$ cat src/jtag_dr_cfg.svh
`ifndef JTAG_DR_CFG_SVH
`define JTAG_DR_CFG_SVH

// ==========================================================================
// Instruction register
`define IR_WIDTH        7
`define IR_CAPTURE      7'h01
`define OP_EXTEST       7'h00
`define OP_SAMPLE       7'h01
`define OP_IDCODE       7'h02
`define OP_CLAMP        7'h04
`define OP_HIGHZ        7'h08
`define OP_BYPASS       7'h7f

// ==========================================================================
// Identification value fields (values arbitrary)
`define ID_WIDTH        32
`define ID_VERSION      4'h2
`define ID_SEGMENT      6'h01
`define ID_PTYPE        5'h02
`define ID_COMPONENT    5'h03
`define ID_MAKER        11'h055
`define ID_FIXED_BIT    1'h1

// ==========================================================================
// Boundary-scan pin counts
`define BS_IN_PINS      4
`define BS_OUT_PINS     4
`define BS_IO_PINS      2
`define BS_LEN          (`BS_IN_PINS + `BS_OUT_PINS + 2 * `BS_IO_PINS)

// ==========================================================================
// Timing: test clock period and its length in system clocks
`define TCK_PERIOD_NS   125
`define CLK_PERIOD_NS   5
`define TCK_CYCLES      (`TCK_PERIOD_NS / `CLK_PERIOD_NS)

`endif

$ cat src/jtag_dr_pkg.sv
package jtag_dr_pkg;

  // ========================================================================
  // Test access port controller states
  typedef enum logic [3:0] {
    TestLogicReset, RunTestIdle,
    SelectDrScan, CaptureDr, ShiftDr, Exit1Dr, PauseDr, Exit2Dr, UpdateDr,
    SelectIrScan, CaptureIr, ShiftIr, Exit1Ir, PauseIr, Exit2Ir, UpdateIr
  } tap_state_type;

endpackage : jtag_dr_pkg

$ cat src/jtag_pin_sync.sv
`timescale 1ns/1ps

// ==========================================================================
// Two-stage synchroniser for pins from outside the clock domain
module jtag_pin_sync #(
  parameter int W = 1
) (
  input  wire logic         clk,
  input  wire logic         sys_rst,
  input  wire logic [W-1:0] d,
  output logic      [W-1:0] q
);

  logic [W-1:0] meta_q;

  always_ff @(posedge clk or posedge sys_rst) begin
    if (sys_rst) begin
      meta_q <= '0;
      q      <= '0;
    end else begin
      meta_q <= d;
      q      <= meta_q;
    end
  end

endmodule : jtag_pin_sync

$ cat src/jtag_data_register_path.sv
`timescale 1ns/1ps
`include "jtag_dr_cfg.svh"

module jtag_data_register_path (
  input  wire logic                       clk,
  input  wire logic                       sys_rst,
  input  wire logic                       tckPin,
  input  wire logic                       tmsPin,
  input  wire logic                       tdiPin,
  input  wire logic                       trstNPin,
  output logic                            tdoOut,
  output logic                            tdoOeN,
  output jtag_dr_pkg::tap_state_type      tapState,
  input  wire logic [`BS_IN_PINS-1:0]     inPin,
  output logic      [`BS_IN_PINS-1:0]     coreIn,
  input  wire logic [`BS_OUT_PINS-1:0]    coreOut,
  output logic      [`BS_OUT_PINS-1:0]    outPin,
  output logic      [`BS_OUT_PINS-1:0]    outPinOeN,
  input  wire logic [`BS_IO_PINS-1:0]     coreIoOut,
  input  wire logic [`BS_IO_PINS-1:0]     coreIoOeN,
  output logic      [`BS_IO_PINS-1:0]     coreIoIn,
  input  wire logic [`BS_IO_PINS-1:0]     ioPinIn,
  output logic      [`BS_IO_PINS-1:0]     ioPinOut,
  output logic      [`BS_IO_PINS-1:0]     ioPinOeN
);
  import jtag_dr_pkg::*;

  localparam int NI  = `BS_IN_PINS;
  localparam int NO  = `BS_OUT_PINS;
  localparam int NB  = `BS_IO_PINS;
  localparam int L   = `BS_LEN;
  localparam int SW  = 4 + NI + NB;
  localparam int IDW = `ID_WIDTH;
  localparam logic [IDW-1:0] ID_VALUE = {`ID_VERSION, `ID_SEGMENT, `ID_PTYPE,
                                         `ID_COMPONENT, `ID_MAKER,
                                         `ID_FIXED_BIT};

  // ========================================================================
  // Pin synchronisers and test clock edges
  logic [SW-1:0]   syncQ;
  logic            tckS;
  logic            tmsS;
  logic            tdiS;
  logic            trstNS;
  logic [NI-1:0]   inS;
  logic [NB-1:0]   ioS;
  logic            tckPrev_q;
  logic            tckRise;
  logic            tckFall;

  jtag_pin_sync #(.W(SW)) pinSync (
    .clk     (clk),
    .sys_rst (sys_rst),
    .d       ({tckPin, tmsPin, tdiPin, trstNPin, inPin, ioPinIn}),
    .q       (syncQ)
  );

  assign {tckS, tmsS, tdiS, trstNS, inS, ioS} = syncQ;
  assign tckRise = tckS & ~tckPrev_q;
  assign tckFall = ~tckS & tckPrev_q;

  always_ff @(posedge clk or posedge sys_rst) begin
    if (sys_rst) begin
      tckPrev_q <= 1'h0;
    end else begin
      tckPrev_q <= tckS;
    end
  end

  // ========================================================================
  // TAP controller
  tap_state_type state_q;
  tap_state_type state_d;

  always_comb begin
    unique case (state_q)
      TestLogicReset: state_d = tmsS ? TestLogicReset : RunTestIdle;
      RunTestIdle:    state_d = tmsS ? SelectDrScan : RunTestIdle;
      SelectDrScan:   state_d = tmsS ? SelectIrScan : CaptureDr;
      CaptureDr:      state_d = tmsS ? Exit1Dr : ShiftDr;
      ShiftDr:        state_d = tmsS ? Exit1Dr : ShiftDr;
      Exit1Dr:        state_d = tmsS ? UpdateDr : PauseDr;
      PauseDr:        state_d = tmsS ? Exit2Dr : PauseDr;
      Exit2Dr:        state_d = tmsS ? UpdateDr : ShiftDr;
      UpdateDr:       state_d = tmsS ? SelectDrScan : RunTestIdle;
      SelectIrScan:   state_d = tmsS ? TestLogicReset : CaptureIr;
      CaptureIr:      state_d = tmsS ? Exit1Ir : ShiftIr;
      ShiftIr:        state_d = tmsS ? Exit1Ir : ShiftIr;
      Exit1Ir:        state_d = tmsS ? UpdateIr : PauseIr;
      PauseIr:        state_d = tmsS ? Exit2Ir : PauseIr;
      Exit2Ir:        state_d = tmsS ? UpdateIr : ShiftIr;
      UpdateIr:       state_d = tmsS ? SelectDrScan : RunTestIdle;
    endcase
  end

  always_ff @(posedge clk or posedge sys_rst) begin
    if (sys_rst) begin
      state_q <= TestLogicReset;
    end else if (!trstNS) begin
      state_q <= TestLogicReset;
    end else if (tckRise) begin
      state_q <= state_d;
    end
  end

  assign tapState = state_q;

  // ========================================================================
  // Instruction register
  logic [`IR_WIDTH-1:0] irShift_q;
  logic [`IR_WIDTH-1:0] ir_q;

  always_ff @(posedge clk or posedge sys_rst) begin
    if (sys_rst) begin
      irShift_q <= `IR_CAPTURE;
    end else if (tckRise && state_q == CaptureIr) begin
      irShift_q <= `IR_CAPTURE;
    end else if (tckRise && state_q == ShiftIr) begin
      irShift_q <= {tdiS, irShift_q[`IR_WIDTH-1:1]};
    end
  end

  always_ff @(posedge clk or posedge sys_rst) begin
    if (sys_rst) begin
      ir_q <= `OP_IDCODE;
    end else if (state_q == TestLogicReset) begin
      ir_q <= `OP_IDCODE;
    end else if (tckFall && state_q == UpdateIr) begin
      ir_q <= irShift_q;
    end
  end

  logic selBs;
  logic selId;
  logic forceBs;
  logic highZ;

  assign selBs   = ir_q == `OP_EXTEST || ir_q == `OP_SAMPLE;
  assign selId   = ir_q == `OP_IDCODE;
  assign forceBs = ir_q == `OP_EXTEST || ir_q == `OP_CLAMP;
  assign highZ   = ir_q == `OP_HIGHZ;

  // ========================================================================
  // Bypass and identification chains
  logic           bypass_q;
  logic [IDW-1:0] idShift_q;

  always_ff @(posedge clk or posedge sys_rst) begin
    if (sys_rst) begin
      bypass_q <= 1'h0;
    end else if (tckRise && !selBs && !selId) begin
      if (state_q == CaptureDr) begin
        bypass_q <= 1'h0;
      end else if (state_q == ShiftDr) begin
        bypass_q <= tdiS;
      end
    end
  end

  always_ff @(posedge clk or posedge sys_rst) begin
    if (sys_rst) begin
      idShift_q <= ID_VALUE;
    end else if (tckRise && selId) begin
      if (state_q == CaptureDr) begin
        idShift_q <= ID_VALUE;
      end else if (state_q == ShiftDr) begin
        idShift_q <= {tdiS, idShift_q[IDW-1:1]};
      end
    end
  end

  // ========================================================================
  // Boundary-scan chain: out cells, io data, io direction, input cells
  logic [L-1:0] bsShift_q;
  logic [L-1:0] bsHold_q;
  logic [L-1:0] bsCapture;

  assign bsCapture = {inS, coreIoOeN, ioS, coreOut};

  always_ff @(posedge clk or posedge sys_rst) begin
    if (sys_rst) begin
      bsShift_q <= '0;
    end else if (tckRise && selBs) begin
      if (state_q == CaptureDr) begin
        bsShift_q <= bsCapture;
      end else if (state_q == ShiftDr) begin
        bsShift_q <= {tdiS, bsShift_q[L-1:1]};
      end
    end
  end

  always_ff @(posedge clk or posedge sys_rst) begin
    if (sys_rst) begin
      bsHold_q <= '0;
    end else if (tckFall && selBs && state_q == UpdateDr) begin
      bsHold_q <= bsShift_q;
    end
  end

  // ========================================================================
  // Test data out, changes on falling test clock
  always_ff @(posedge clk or posedge sys_rst) begin
    if (sys_rst) begin
      tdoOut <= 1'h0;
      tdoOeN <= 1'h1;
    end else if (tckFall) begin
      tdoOeN <= !(state_q == ShiftDr || state_q == ShiftIr);
      if (state_q == ShiftIr) begin
        tdoOut <= irShift_q[0];
      end else if (selBs) begin
        tdoOut <= bsShift_q[0];
      end else if (selId) begin
        tdoOut <= idShift_q[0];
      end else begin
        tdoOut <= bypass_q;
      end
    end
  end

  // ========================================================================
  // Pin drivers, functional path unless a scan test owns the pins
  genvar g;
  generate
    for (g = 0; g < NO; g++) begin : gOut
      always_ff @(posedge clk or posedge sys_rst) begin
        if (sys_rst) begin
          outPin[g]    <= 1'h0;
          outPinOeN[g] <= 1'h0;
        end else begin
          outPin[g]    <= forceBs ? bsHold_q[g] : coreOut[g];
          outPinOeN[g] <= highZ;
        end
      end
    end
    for (g = 0; g < NB; g++) begin : gIo
      always_ff @(posedge clk or posedge sys_rst) begin
        if (sys_rst) begin
          ioPinOut[g] <= 1'h0;
          ioPinOeN[g] <= 1'h1;
        end else begin
          ioPinOut[g] <= forceBs ? bsHold_q[NO+g] : coreIoOut[g];
          if (highZ) begin
            ioPinOeN[g] <= 1'h1;
          end else begin
            ioPinOeN[g] <= forceBs ? bsHold_q[NO+NB+g] : coreIoOeN[g];
          end
        end
      end
    end
  endgenerate

  always_ff @(posedge clk or posedge sys_rst) begin
    if (sys_rst) begin
      coreIn   <= '0;
      coreIoIn <= '0;
    end else begin
      coreIn   <= inS;
      coreIoIn <= ioS;
    end
  end

endmodule : jtag_data_register_path

$ cat config.mk
export PLATFORM = sky130hd
export DESIGN_NAME = jtag_data_register_path
export DESIGN_NICKNAME = d
export VERILOG_FILES = /design/src/jtag_dr_pkg.sv /design/src/jtag_pin_sync.sv /design/src/jtag_data_register_path.sv
export VERILOG_INCLUDE_DIRS = /design/src
export SDC_FILE = /design/constraint.sdc
export NUM_CORES = 1
export LEC_CHECK = 0
export BUFFER_PORTS_ARGS = -buffer_cell sky130_fd_sc_hd__buf_2
export CORE_ASPECT_RATIO = 1.5
export CORE_UTILIZATION = 63
export CTS_CLUSTER_DIAMETER = 40
export DETAILED_ROUTE_END_ITERATION = 12
export PLACE_DENSITY_LB_ADDON = 0.3
export SLEW_MARGIN = 20
export SYNTH_ARGS = -nofsm -noshare
export SYNTH_HDL_FRONTEND = slang
export SYNTH_HIERARCHICAL = 1
export SYNTH_SLANG_ARGS = --single-unit
$ cat constraint.sdc
create_clock -name clk -period 7.2 [get_ports clk]
set_input_delay 1.08 -clock clk [delete_from_list [all_inputs] [get_ports clk]]
set_output_delay 1.08 -clock clk [all_outputs]
set_load 0.01 [all_outputs]
## Word-level counts from Yosys, hierarchy flattened

Cells that the tools add are included.

| cells by class | value |
|---|---|
| eq/ne operators | 20 |
| muxes and demuxes | 38 |
| bitwise gates (word level) | 4 |
| reductions and logical operators | 26 |

Operators by type and width:

| cell | count |
|---|---|
| $mux 32 | 2 |
| $pmux 4 s12 | 1 |
| $eq 4x4->1 const B | 8 |
| $mux 7 | 4 |
| $mux 12 | 2 |
| $mux 4 | 6 |
| $mux 1 | 18 |
| $eq 4x3->1 const B | 4 |
| $logic_and 1x1->1 | 9 |
| $eq 4x2->1 const B | 2 |
| $eq 7x1->1 const B | 1 |
| $eq 7x2->1 const B | 1 |
| $eq 7x3->1 const B | 1 |
| $eq 7x4->1 const B | 1 |
| $logic_not 7->1 | 1 |
| $mux 2 | 3 |
| $mux 3 | 2 |
| $reduce_and 2->1 | 3 |
| $reduce_bool 2->1 | 3 |
| $eq 4x1->1 const B | 1 |
| $logic_not 4->1 | 1 |
| $reduce_or 2->1 | 2 |
| $logic_not 1->1 | 3 |
| $logic_or 1x1->1 | 3 |
| 4 further kinds | 6 |

| word-level totals | value |
|---|---|
| register bits after elaboration | 109 |
| input port bits | 20 |
| output and inout bits | 24 |
| logic and storage cells | 111 |

## Longest topological paths before layout

Gate-level depths: netlist of the first run.

| depth | value |
|---|---|
| depth after elaboration | 6 |
| gate-level depth with buffers | 6 |
| gate-level depth less buffers | 4 |

## Cells and area by module

Netlist of the first run, hierarchy kept.

By module, submodules not included:

| module | times used | cells each | area an instance (sq um) | seq. area each (sq um) |
|---|---|---|---|---|
| jtag_data_register_path | 1 | 361 | 4164.0 | 2245.9 |
| jtag_pin_sync | 1 | 21 | 504.2 | 500.5 |

## Worst setup path before layout of the first run

Ideal clock, no wire load.

| path | value |
|---|---|
| kind | register to register |
| start point | register state_q[2], in the netlist tapState[2] |
| end point | register idShift_q[31] |
| setup time | 125 ps |
| arrival time | 1589 ps |
| data required time | 7075 ps |
| slack | 5486 ps |
| cell stages (with the launch flop) | 7 |
| path buffers | 2 |
| period minus slack after synthesis | 1714 ps |
| path through | dfrtp_1 buf_4 and3b_1 o21ai_4 nor2_2 buf_6 mux2_4 |

| on the way | value |
|---|---|
| word-level cells in the longest chain between the ends | 3 |
| elaborated cells on any way between the ends | 5 |
| those cells by class | eq/ne (2); mux (1); reduce/logical (2) |

Ends and longest elaborated chain:

| element | RTL line | RTL |
|---|---|---|
| from (decl) | jtag_data_register_path.sv:72 | `tap_state_type state_q;` |
| from (signal assigned) | jtag_data_register_path.sv:98 | `state_q <= TestLogicReset;` |
| from (signal assigned) | jtag_data_register_path.sv:100 | `state_q <= TestLogicReset;` |
| from (signal assigned) | jtag_data_register_path.sv:102 | `state_q <= state_d;` |
| $eq 4x2->1 / $eq 4x3->1 (equally long branches) | jtag_data_register_path.sv:164, jtag_data_register_path.sv:166 |  |
| $reduce_bool 2->1 (no source line) | n/a |  |
| $reduce_and 2->1 (no source line) | n/a |  |
| to (signal assigned) | jtag_data_register_path.sv:167 | `idShift_q <= {tdiS, idShift_q[IDW-1:1]};` |
| to (decl) | jtag_data_register_path.sv:146 | `logic [IDW-1:0] idShift_q;` |

Several ways; a longest one is shown, not always the timed one.
A chain may end at the register's enable or synchronous reset.

## Final worst setup path of the first run

| path | value |
|---|---|
| start point | register state_q[0], in the netlist tapState[0] |
| end point | register idShift_q[13] |

The elaborated chain is that of the path after synthesis.

==> results of run 1 <==
==> registers in the layout, indices dropped and copies added, names as in the netlist, 4 cells and up <==
name / count
pinSync/meta_q: 10
pinSync/q: 10
coreIn: 4
tapState: 4
outPin: 4
idShift_q: 32
irShift_q: 7
bsShift_q: 12
ir_q: 7
bsHold_q: 8
==> placed cells by master (no fill, tap or decap), types with 7 or more instances in the layout <==
master     n
nand3_1    8
o21ai_0   29
o31ai_1   23
mux2_4    10
clkbuf_8   9
o21ai_2    8
a21oi_1    7
buf_2     43
nand2_1   42
mux2i_1   11
dfrtp_1   94
dfstp_2   15
mux2_2    16
inv_1      8
nand2b_1  13
==> cells by family (layout without fill, tap and decap cells) <==
logic type / after synthesis / count (layout) / synth area share, %
multiplexers: 37 / 37 / 9.43
XOR/XNOR: 1 / 1 / 0.188
flip-flops: 109 / 109 / 58.8
AND/OR/NAND/NOR: 100 / 100 / 12.5
AO/OA/AOI/OAI: 99 / 99 / 15.0
buffers and inverters: 36 / 71 / 4.10
==> cell type report <==
| cell class | instances | area share (%) |
|---|---|---|
| timing repair buffer | 46 | 4.70 |
| multi-input combinational | 237 | 34.2 |
| tap | 100 | 2.48 |
| sequential | 109 | 54.3 |
| inverter | 9 | 0.693 |
| clock buffer | 10 | 2.53 |
| clock inverter | 6 | 1.02 |
==> per-stage QoR <==
stage / setup slack (ns) / hold WS (ns)
finish: 4.56 / 0.358
global route: 4.38 / 0.369
CTS: 4.58 / 0.358
detailed placement: 4.58 / 0.335
global placement: 4.68 / 0.332
floorplan: 3.84 / 0.331
==> Yosys cell counts, types with 3 or more instances <==
master | instances | area share, %
dfrtp_1 | 94 | 50
nand2_1 | 42 | 3.4
o21ai_0 | 29 | 3.1
o31ai_1 | 23 | 3.7
mux2_2 | 16 | 3.9
dfstp_2 | 15 | 8.4
clkbuf_1 | 13 | 1.0
nand2b_1 | 13 | 1.7
mux2i_1 | 11 | 2.4
mux2_4 | 10 | 3.2
inv_1 | 9 | 0.72
buf_4 | 8 | 1.3
nand3_1 | 8 | 0.86
o21ai_2 | 8 | 1.5
a21oi_1 | 7 | 0.75
a22o_1 | 6 | 1.1
nor2_1 | 5 | 0.40
nor2b_1 | 5 | 0.67
and3_1 | 4 | 0.54
o211ai_1 | 4 | 0.64
o21ai_1 | 4 | 0.43
a31oi_1 | 3 | 0.40
buf_2 | 3 | 0.32
buf_6 | 3 | 0.72
nor3_1 | 3 | 0.32
==> power breakdown <==
group          switching, mW  internal, mW
combinational         0.0260        0.0144
clock                  0.211         0.132
sequential           0.00834         0.625
total                  0.245         0.771
==> per-layer routing <==
metal / part of all wire (%) / global-route usage, %
met5: 0 / 0
met2: 52 / 37.7
met3: 2.7 / 4.96
met4: 2.8 / 11.2
met1: 43 / 29.7
==> worst max path at each step <==
stage / cells after the start / end / slack [ns] / from
floorplan: 1 / bsHold_q[0] / 3.84 / sys_rst
global placement: 4 / idShift_q[13] / 4.68 / tapState[0]
detailed placement: 4 / idShift_q[13] / 4.58 / tapState[0]
CTS: 4 / idShift_q[13] / 4.58 / tapState[0]
global route: 4 / idShift_q[31] / 4.38 / tapState[0]
finish: 4 / idShift_q[13] / 4.56 / tapState[0]
==> critical path, stage by stage (launching register included) <==
cell and delay [ns]:
dfrtp_1 0.81, and3b_1 0.38, o21ai_4 0.27, nor2_2 0.68
mux2_2 0.41
==> results.ini, run 1 <==
[final_layout]
num_antenna_cells=0
final-instance-count-excl-fill=517
nets=432
nFillCells=520
regArea_um2=2750
fin_area_um2=5050
drive_gt1_share_pct=30.5
post-route-util_pct=70.4
multi_input_area_um2=1730
area_growth_pct=8.26

[detailed_routing]
finalWirelength_mm=8.06
wl_per_cell_um=15.6
firstDrtPassIters=5
vias=2930
drt_iter0_markers=220
via_per_inst=5.67
detail-route-antenna-nets=0
route.detailed.drc=0

[sta]
finalCriticalPeriod_ns=2.64
relSlewSlack_pct=38.7
final.setup_skew_ns=0.0182
finalCritPeriodShare_pct=36.7
rsz0062_at_grt=false
drv_slew=0
clock.fmax_mhz=379
setup_violations=0
final_hold_viol_count=0
fin_setup_tns_ns=0
worst_slew_pin_slew_ns=0.920

[placement]
place_area_um2=4870
dpl.hpwl_mm=5.45
io_buffers=43
finalWeightedCongestion=0.845
place_inst=501

[status]
outcome=finished, final reports clean

[die]
top_level_ports=44
row_count=38
core_um2=7180
die_h_um=107
die-area_um2=7770
start_util_pct=65.0
die_width_um=72.3

[clocking]
cts_buffers=9
clock-root-buffer=clkbuf_8
cts-resized-gates=0
cts_htree_levels=3
clkSinkCount=109
clock_path_buffers=2
worstSkewPairLatency_ns=0.38
post-cts-setup-buffers=0
holdBufCountCts=0
cts_tree=done
cts.clk_slew.worst_paths_ns=0.10

[critical_path]
crit_required_ns=7.50
path_class=reg -> reg
critPathArrivalTime_ns=2.94
reg2regPathDepth=4
reg2reg_setup_slack_ns=4.56
worstSetupEndpointType=flip-flop
critPathMaxFanout=44
r2r_start=tapState[0]
regToRegEndpoint=idShift_q[13]
start_kind=flip-flop

[power]
ir_drop_mv=0.176
totalPowerFinal_mw=1.02
p_per_area_nw_per_um2=201
leakagePower_nw=2.35

[logic_synthesis]
syn_avg_cell_area_um2=12.2
synth-async-reset-ratio_pct=100
synth-seq-cells=109
ys_types=54
synth_edf_count=0
synth_flop_cell=dfrtp_1
synth_area_um2=4670
syn-num-nets=402
yosys_warnings=6
netlist_instances=382
ys_seq_area_share_pct=58.8

[global_route]
antenna_found_initial=0
grt_pass1_wl_mm=13.7
grt_pass1_vias=2889
grt-ovfl-total=0
grt_max_degree=78
grt_use_total_pct=23.3

[worst_hold_path]
hp-class=reg -> reg
worstHoldStart=pinSync/meta_q[6]
min_to=pinSync/q[6]
whs_path_depth=0

[flow_run]
cap_violations=0

No activity file was read; power rests on OpenSTA's default activity.
==> inputs of run 2 (changes only) <==
--- a/config.mk
+++ b/config.mk
@@ -8,7 +8,7 @@
 export LEC_CHECK = 0
 export BUFFER_PORTS_ARGS = -buffer_cell sky130_fd_sc_hd__buf_2
 export CORE_ASPECT_RATIO = 1.5
-export CORE_UTILIZATION = 63
+export CORE_UTILIZATION = 53
 export CTS_CLUSTER_DIAMETER = 40
 export DETAILED_ROUTE_END_ITERATION = 12
 export PLACE_DENSITY_LB_ADDON = 0.3
==> constraint.sdc (replaced) <==
create_clock -name clk -period 2.3 [get_ports clk]
set_input_delay 0.345 -clock clk [delete_from_list [all_inputs] [get_ports clk]]
set_output_delay 0.345 -clock clk [all_outputs]
set_load 0.01 [all_outputs]
==> results.ini, run 2 (synthesized netlist as in run 1, its figures left out) <==
[placement]
place_inst=515
dpl.hpwl_mm=5.48
io_buffers=43
place_area_um2=4960
finalWeightedCongestion=0.782
place_ws_ns=0.364

[final_layout]
num_antenna_cells=0
nets=440
reg.largest.list=idShift_q: 32 flops, bsShift_q: 12 flops
nFillCells=669
mostFrequentLayoutCell=dfrtp_1
regArea_um2=2750
fin_area_um2=5270
multi_input_area_um2=1730
post-route-util_pct=62.3
drive_gt1_share_pct=31.5
top_register=idShift_q
final_cell_mix=dfrtp_1, buf_2, nand2_1
area_growth_pct=13.0
final-instance-count-excl-fill=532
largest_register_ffs=32

[critical_path]
start_kind=flip-flop
crit_required_ns=2.50
reg2regPathDepth=4
regToRegEndpoint=bsShift_q[5]
critPathMaxFanout=24
reg2reg_setup_slack_ns=0.38
critPathArrivalTime_ns=2.13
r2r_start=ir_q[6]
path_class=reg -> reg
worstSetupEndpointType=flip-flop

[die]
die-area_um2=9190
top_level_ports=44
die_width_um=78.6
row_count=41
start_util_pct=55.2
core_um2=8460
die_h_um=117

[clocking]
worstSkewPairLatency_ns=0.34
clkSinkCount=109
cts.clk_slew.worst_paths_ns=0.07
cts_tree=done
cts_htree_levels=3
post-cts-setup-buffers=0
cts-resized-gates=0
holdBufCountCts=1
cts_buffers=9
clock-root-buffer=clkbuf_16
clock_path_buffers=2

[sta]
clock.fmax_mhz=520
finalCritPeriodShare_pct=83.6
final.setup_skew_ns=0.00582
relSlewSlack_pct=50.6
finalCriticalPeriod_ns=1.92
rsz0062_at_grt=false
post-route-worst-setup-slack_ns=0.377
worst_slew_pin_slew_ns=0.741
setup_violations=0
fin_setup_tns_ns=0
drv_slew=0
final_hold_viol_count=0
hold_ws_ns=0.106

[power]
leakagePower_nw=2.45
ir_drop_mv=0.506
totalPowerFinal_mw=3.66
p_per_area_nw_per_um2=693

[detailed_routing]
via_per_inst=5.56
drt_iter0_markers=144
route.detailed.drc=0
firstDrtPassIters=4
vias=2957
finalWirelength_mm=8.25
wl_per_cell_um=15.5
detail-route-antenna-nets=0

[status]
outcome=finished, final reports clean

[global_route]
grt-ovfl-total=0
antenna_found_initial=0
grt_pass1_vias=2951
grt_pass1_wl_mm=13.8
grt_use_total_pct=19.5
grt_max_degree=78

[worst_hold_path]
whs_path_depth=1
worstHoldStart=inPin[2]
min_to=pinSync/meta_q[4]
hp-class=in -> reg

[flow_run]
cap_violations=0

## run 2: layer usage
metal	track usage (%)	vias to the layer above	routed length [um]
met5	0	-	0
met4	8.40	0	171
met3	3.64	15	175
met2	33.0	40	4350
met1	24.7	1473	3550
li1	-	1429	-
## run 2: critical path: stages (launching register included)
cell,delay (ns)
dfrtp_1,0.44
nor4_4,0.55
o2111ai_4,0.50
nand2_1,0.23
o21ai_2,0.07
## run 2: worst max-delay path by stage
stage	startpoint	to	slack (ns)
global placement	ir_q[6]	bsShift_q[11]	0.47
CTS	ir_q[6]	bsShift_q[5]	0.36
finish	ir_q[6]	bsShift_q[5]	0.38
floorplan	tapState[2]	idShift_q[31]	0.59
detailed placement	ir_q[6]	bsShift_q[5]	0.36
global route	ir_q[6]	bsShift_q[5]	0.23
## run 2: cell type report
type                       instances  area share (%)
sequential                       109            52.1
multi-input combinational        237            32.8
timing repair buffer              54            6.17
clock buffer                      10            4.34
tap                              107            2.54
clock inverter                     6            1.35
inverter                           9           0.712
## run 2: where the power goes
group	switching [mW]	leakage, nW	internal (mW)
Clock	0.682	0.140	0.854
Combinational	0.0926	0.949	0.0517
Sequential	0.0188	1.36	1.96
==> inputs of run 3 (changes only) <==
==> constraint.sdc (replaced) <==
create_clock -name clk -period 1.6 [get_ports clk]
set_input_delay 0.24 -clock clk [delete_from_list [all_inputs] [get_ports clk]]
set_output_delay 0.24 -clock clk [all_outputs]
set_load 0.01 [all_outputs]
==> results.ini, run 3 (synthesized netlist as in run 1, its figures left out) <==
[clocking]
cts.clk_slew.worst_paths_ns=0.08
clock-root-buffer=clkbuf_16
cts_buffers=9
worstSkewPairLatency_ns=0.34
clock_path_buffers=2
cts_tree=done
cts_htree_levels=3
clkSinkCount=109

[critical_path]
critPathArrivalTime_ns=1.83
startpoint=ir_q[6]
regToRegEndpoint=outPin[1]
reg2regPathDepth=4
reg2reg_setup_slack_ns=0.006
start_kind=flip-flop
worstSetupEndpointType=flip-flop
path_class=reg -> reg
critPathMaxFanout=6
endpoint=outPin[1]
crit_required_ns=1.83
r2r_start=ir_q[6]

[final_layout]
area_growth_pct=19.3
final_cell_mix=dfrtp_1, buf_2, nand2_1
nets=466
final-instance-count-excl-fill=558
num_antenna_cells=0
fin_area_um2=5570
top_register=idShift_q
mostFrequentLayoutCell=dfrtp_1
largest_register_ffs=32
reg.largest.list=idShift_q: 32 flops, bsShift_q: 12 flops
drive_gt1_share_pct=35.7

[sta]
worst_slew_pin_slew_ns=0.704
relSlewSlack_pct=53.0
drv_slew=0
setup_violations=0
finalCritPeriodShare_pct=99.6
final_hold_viol_count=0
clock.fmax_mhz=627
finalCriticalPeriod_ns=1.59
final.setup_skew_ns=0.0101
rsz0062_at_grt=true

[power]
p_sw_share_pct=22.8
internal_power_mw=4.04
ir_drop_mv=0.818
comb_power_share_pct=4.5
p_per_area_nw_per_um2=939
leakagePower_nw=2.62
pwr-share-seq_pct=54.3
clockPowerShare_pct=41.2
p_sw_mw=1.19

[global_route]
grt_pass1_wl_mm=13.8
grt_max_degree=90
grt_pass1_vias=3027
antenna_found_initial=0
grt-ovfl-total=0
grt_use_total_pct=19.7

[detailed_routing]
top_layer_used=met4
finalWirelength_mm=8.58
routed-wl-met2_mm=4.58
firstDrtPassIters=4
drt_iter0_markers=154
vias=3143
wl_met3_um=169
met1_length_mm=3.64
route.detailed.drc=0
via_per_inst=5.63
wl_per_cell_um=15.4
detail-route-antenna-nets=0

[placement]
place_inst=530
dpl.hpwl_mm=5.56
io_buffers=43
finalWeightedCongestion=0.781
place_area_um2=5110

[die]
die_h_um=117
start_util_pct=55.2
row_count=41
die-area_um2=9190
die_width_um=78.6
core_um2=8460
top_level_ports=44

[flow_run]
cap_violations=0

[status]
outcome=finished, final reports clean

[worst_hold_path]
hp-class=in -> async

[run 3: stage by stage]
| stage | util, % | TNS [ns] | setup WS, ns | hold WS [ns] | power (mW) |
|---|---|---|---|---|---|
| 5_1_grt | 65.8 | -0.819 | -0.0532 | 0.0513 | 5.41 |
| 3_3_place_gp | 60.3 | 0 | 0.0366 | 0.332 | 3.10 |
| 6_report | 65.8 | 0 | 0.00593 | 0.0157 | 5.23 |
| 4_1_cts | 65.1 | -0.00620 | -0.00620 | 0.0462 | 5.25 |
| 3_5_place_dp | 60.3 | -0.0102 | -0.00730 | 0.339 | 3.11 |
| 2_1_floorplan | - | -0.187 | -0.0375 | 0.204 | 3.01 |
[run 3: how the worst min path moves through the flow]
stage / end / slack (ns)
floorplan: pinSync/meta_q[0] / 0.20
global placement: pinSync/q[0] / 0.33
detailed placement: pinSync/q[1] / 0.34
CTS: pinSync/meta_q[0] / 0.05
global route: bsShift_q[5] / 0.05
finish: bsShift_q[5] / 0.02
[run 3: repair_timing]
item,4_1_cts,5_1_grt
setup buffers,1,1
gates resized for setup,2,14
hold endpoints to repair,10,0
hold buffers,10,0
setup endpoints to repair,8,60
[run 3: worst max-delay path, stage by stage, from the launching register on]
cell	delay, ns
dfrtp_1	0.43
nor4_4	0.36
nand2b_4	0.10
nor2_4	0.23
mux2_2	0.37
[run 3: power groups by stage]
stage	Combinational (mW)	Clock (mW)	Sequential (mW)
after floorplan	0.110	0	2.90
after global placement	0.214	0	2.89
after detailed placement	0.218	0	2.89
after CTS	0.238	2.18	2.84
after global routing	0.263	2.30	2.85
final	0.235	2.15	2.84
[run 3: per-layer routing]
layer / track usage, % / up-vias
li1: - / 1488
met1: 23.4 / 1591
met2: 34.8 / 48
met3: 4.03 / 16
met4: 7.78 / 0
met5: 0 / -
[run 3: final cells by class]
cell class / instances / area (um^2)
clock inverter: 6 / 55.1
multi-input combinational: 237 / 1780
sequential: 109 / 2750
inverter: 9 / 37.5
timing repair buffer: 80 / 574
fill: 656 / 2900
clock buffer: 10 / 239
tap: 107 / 134
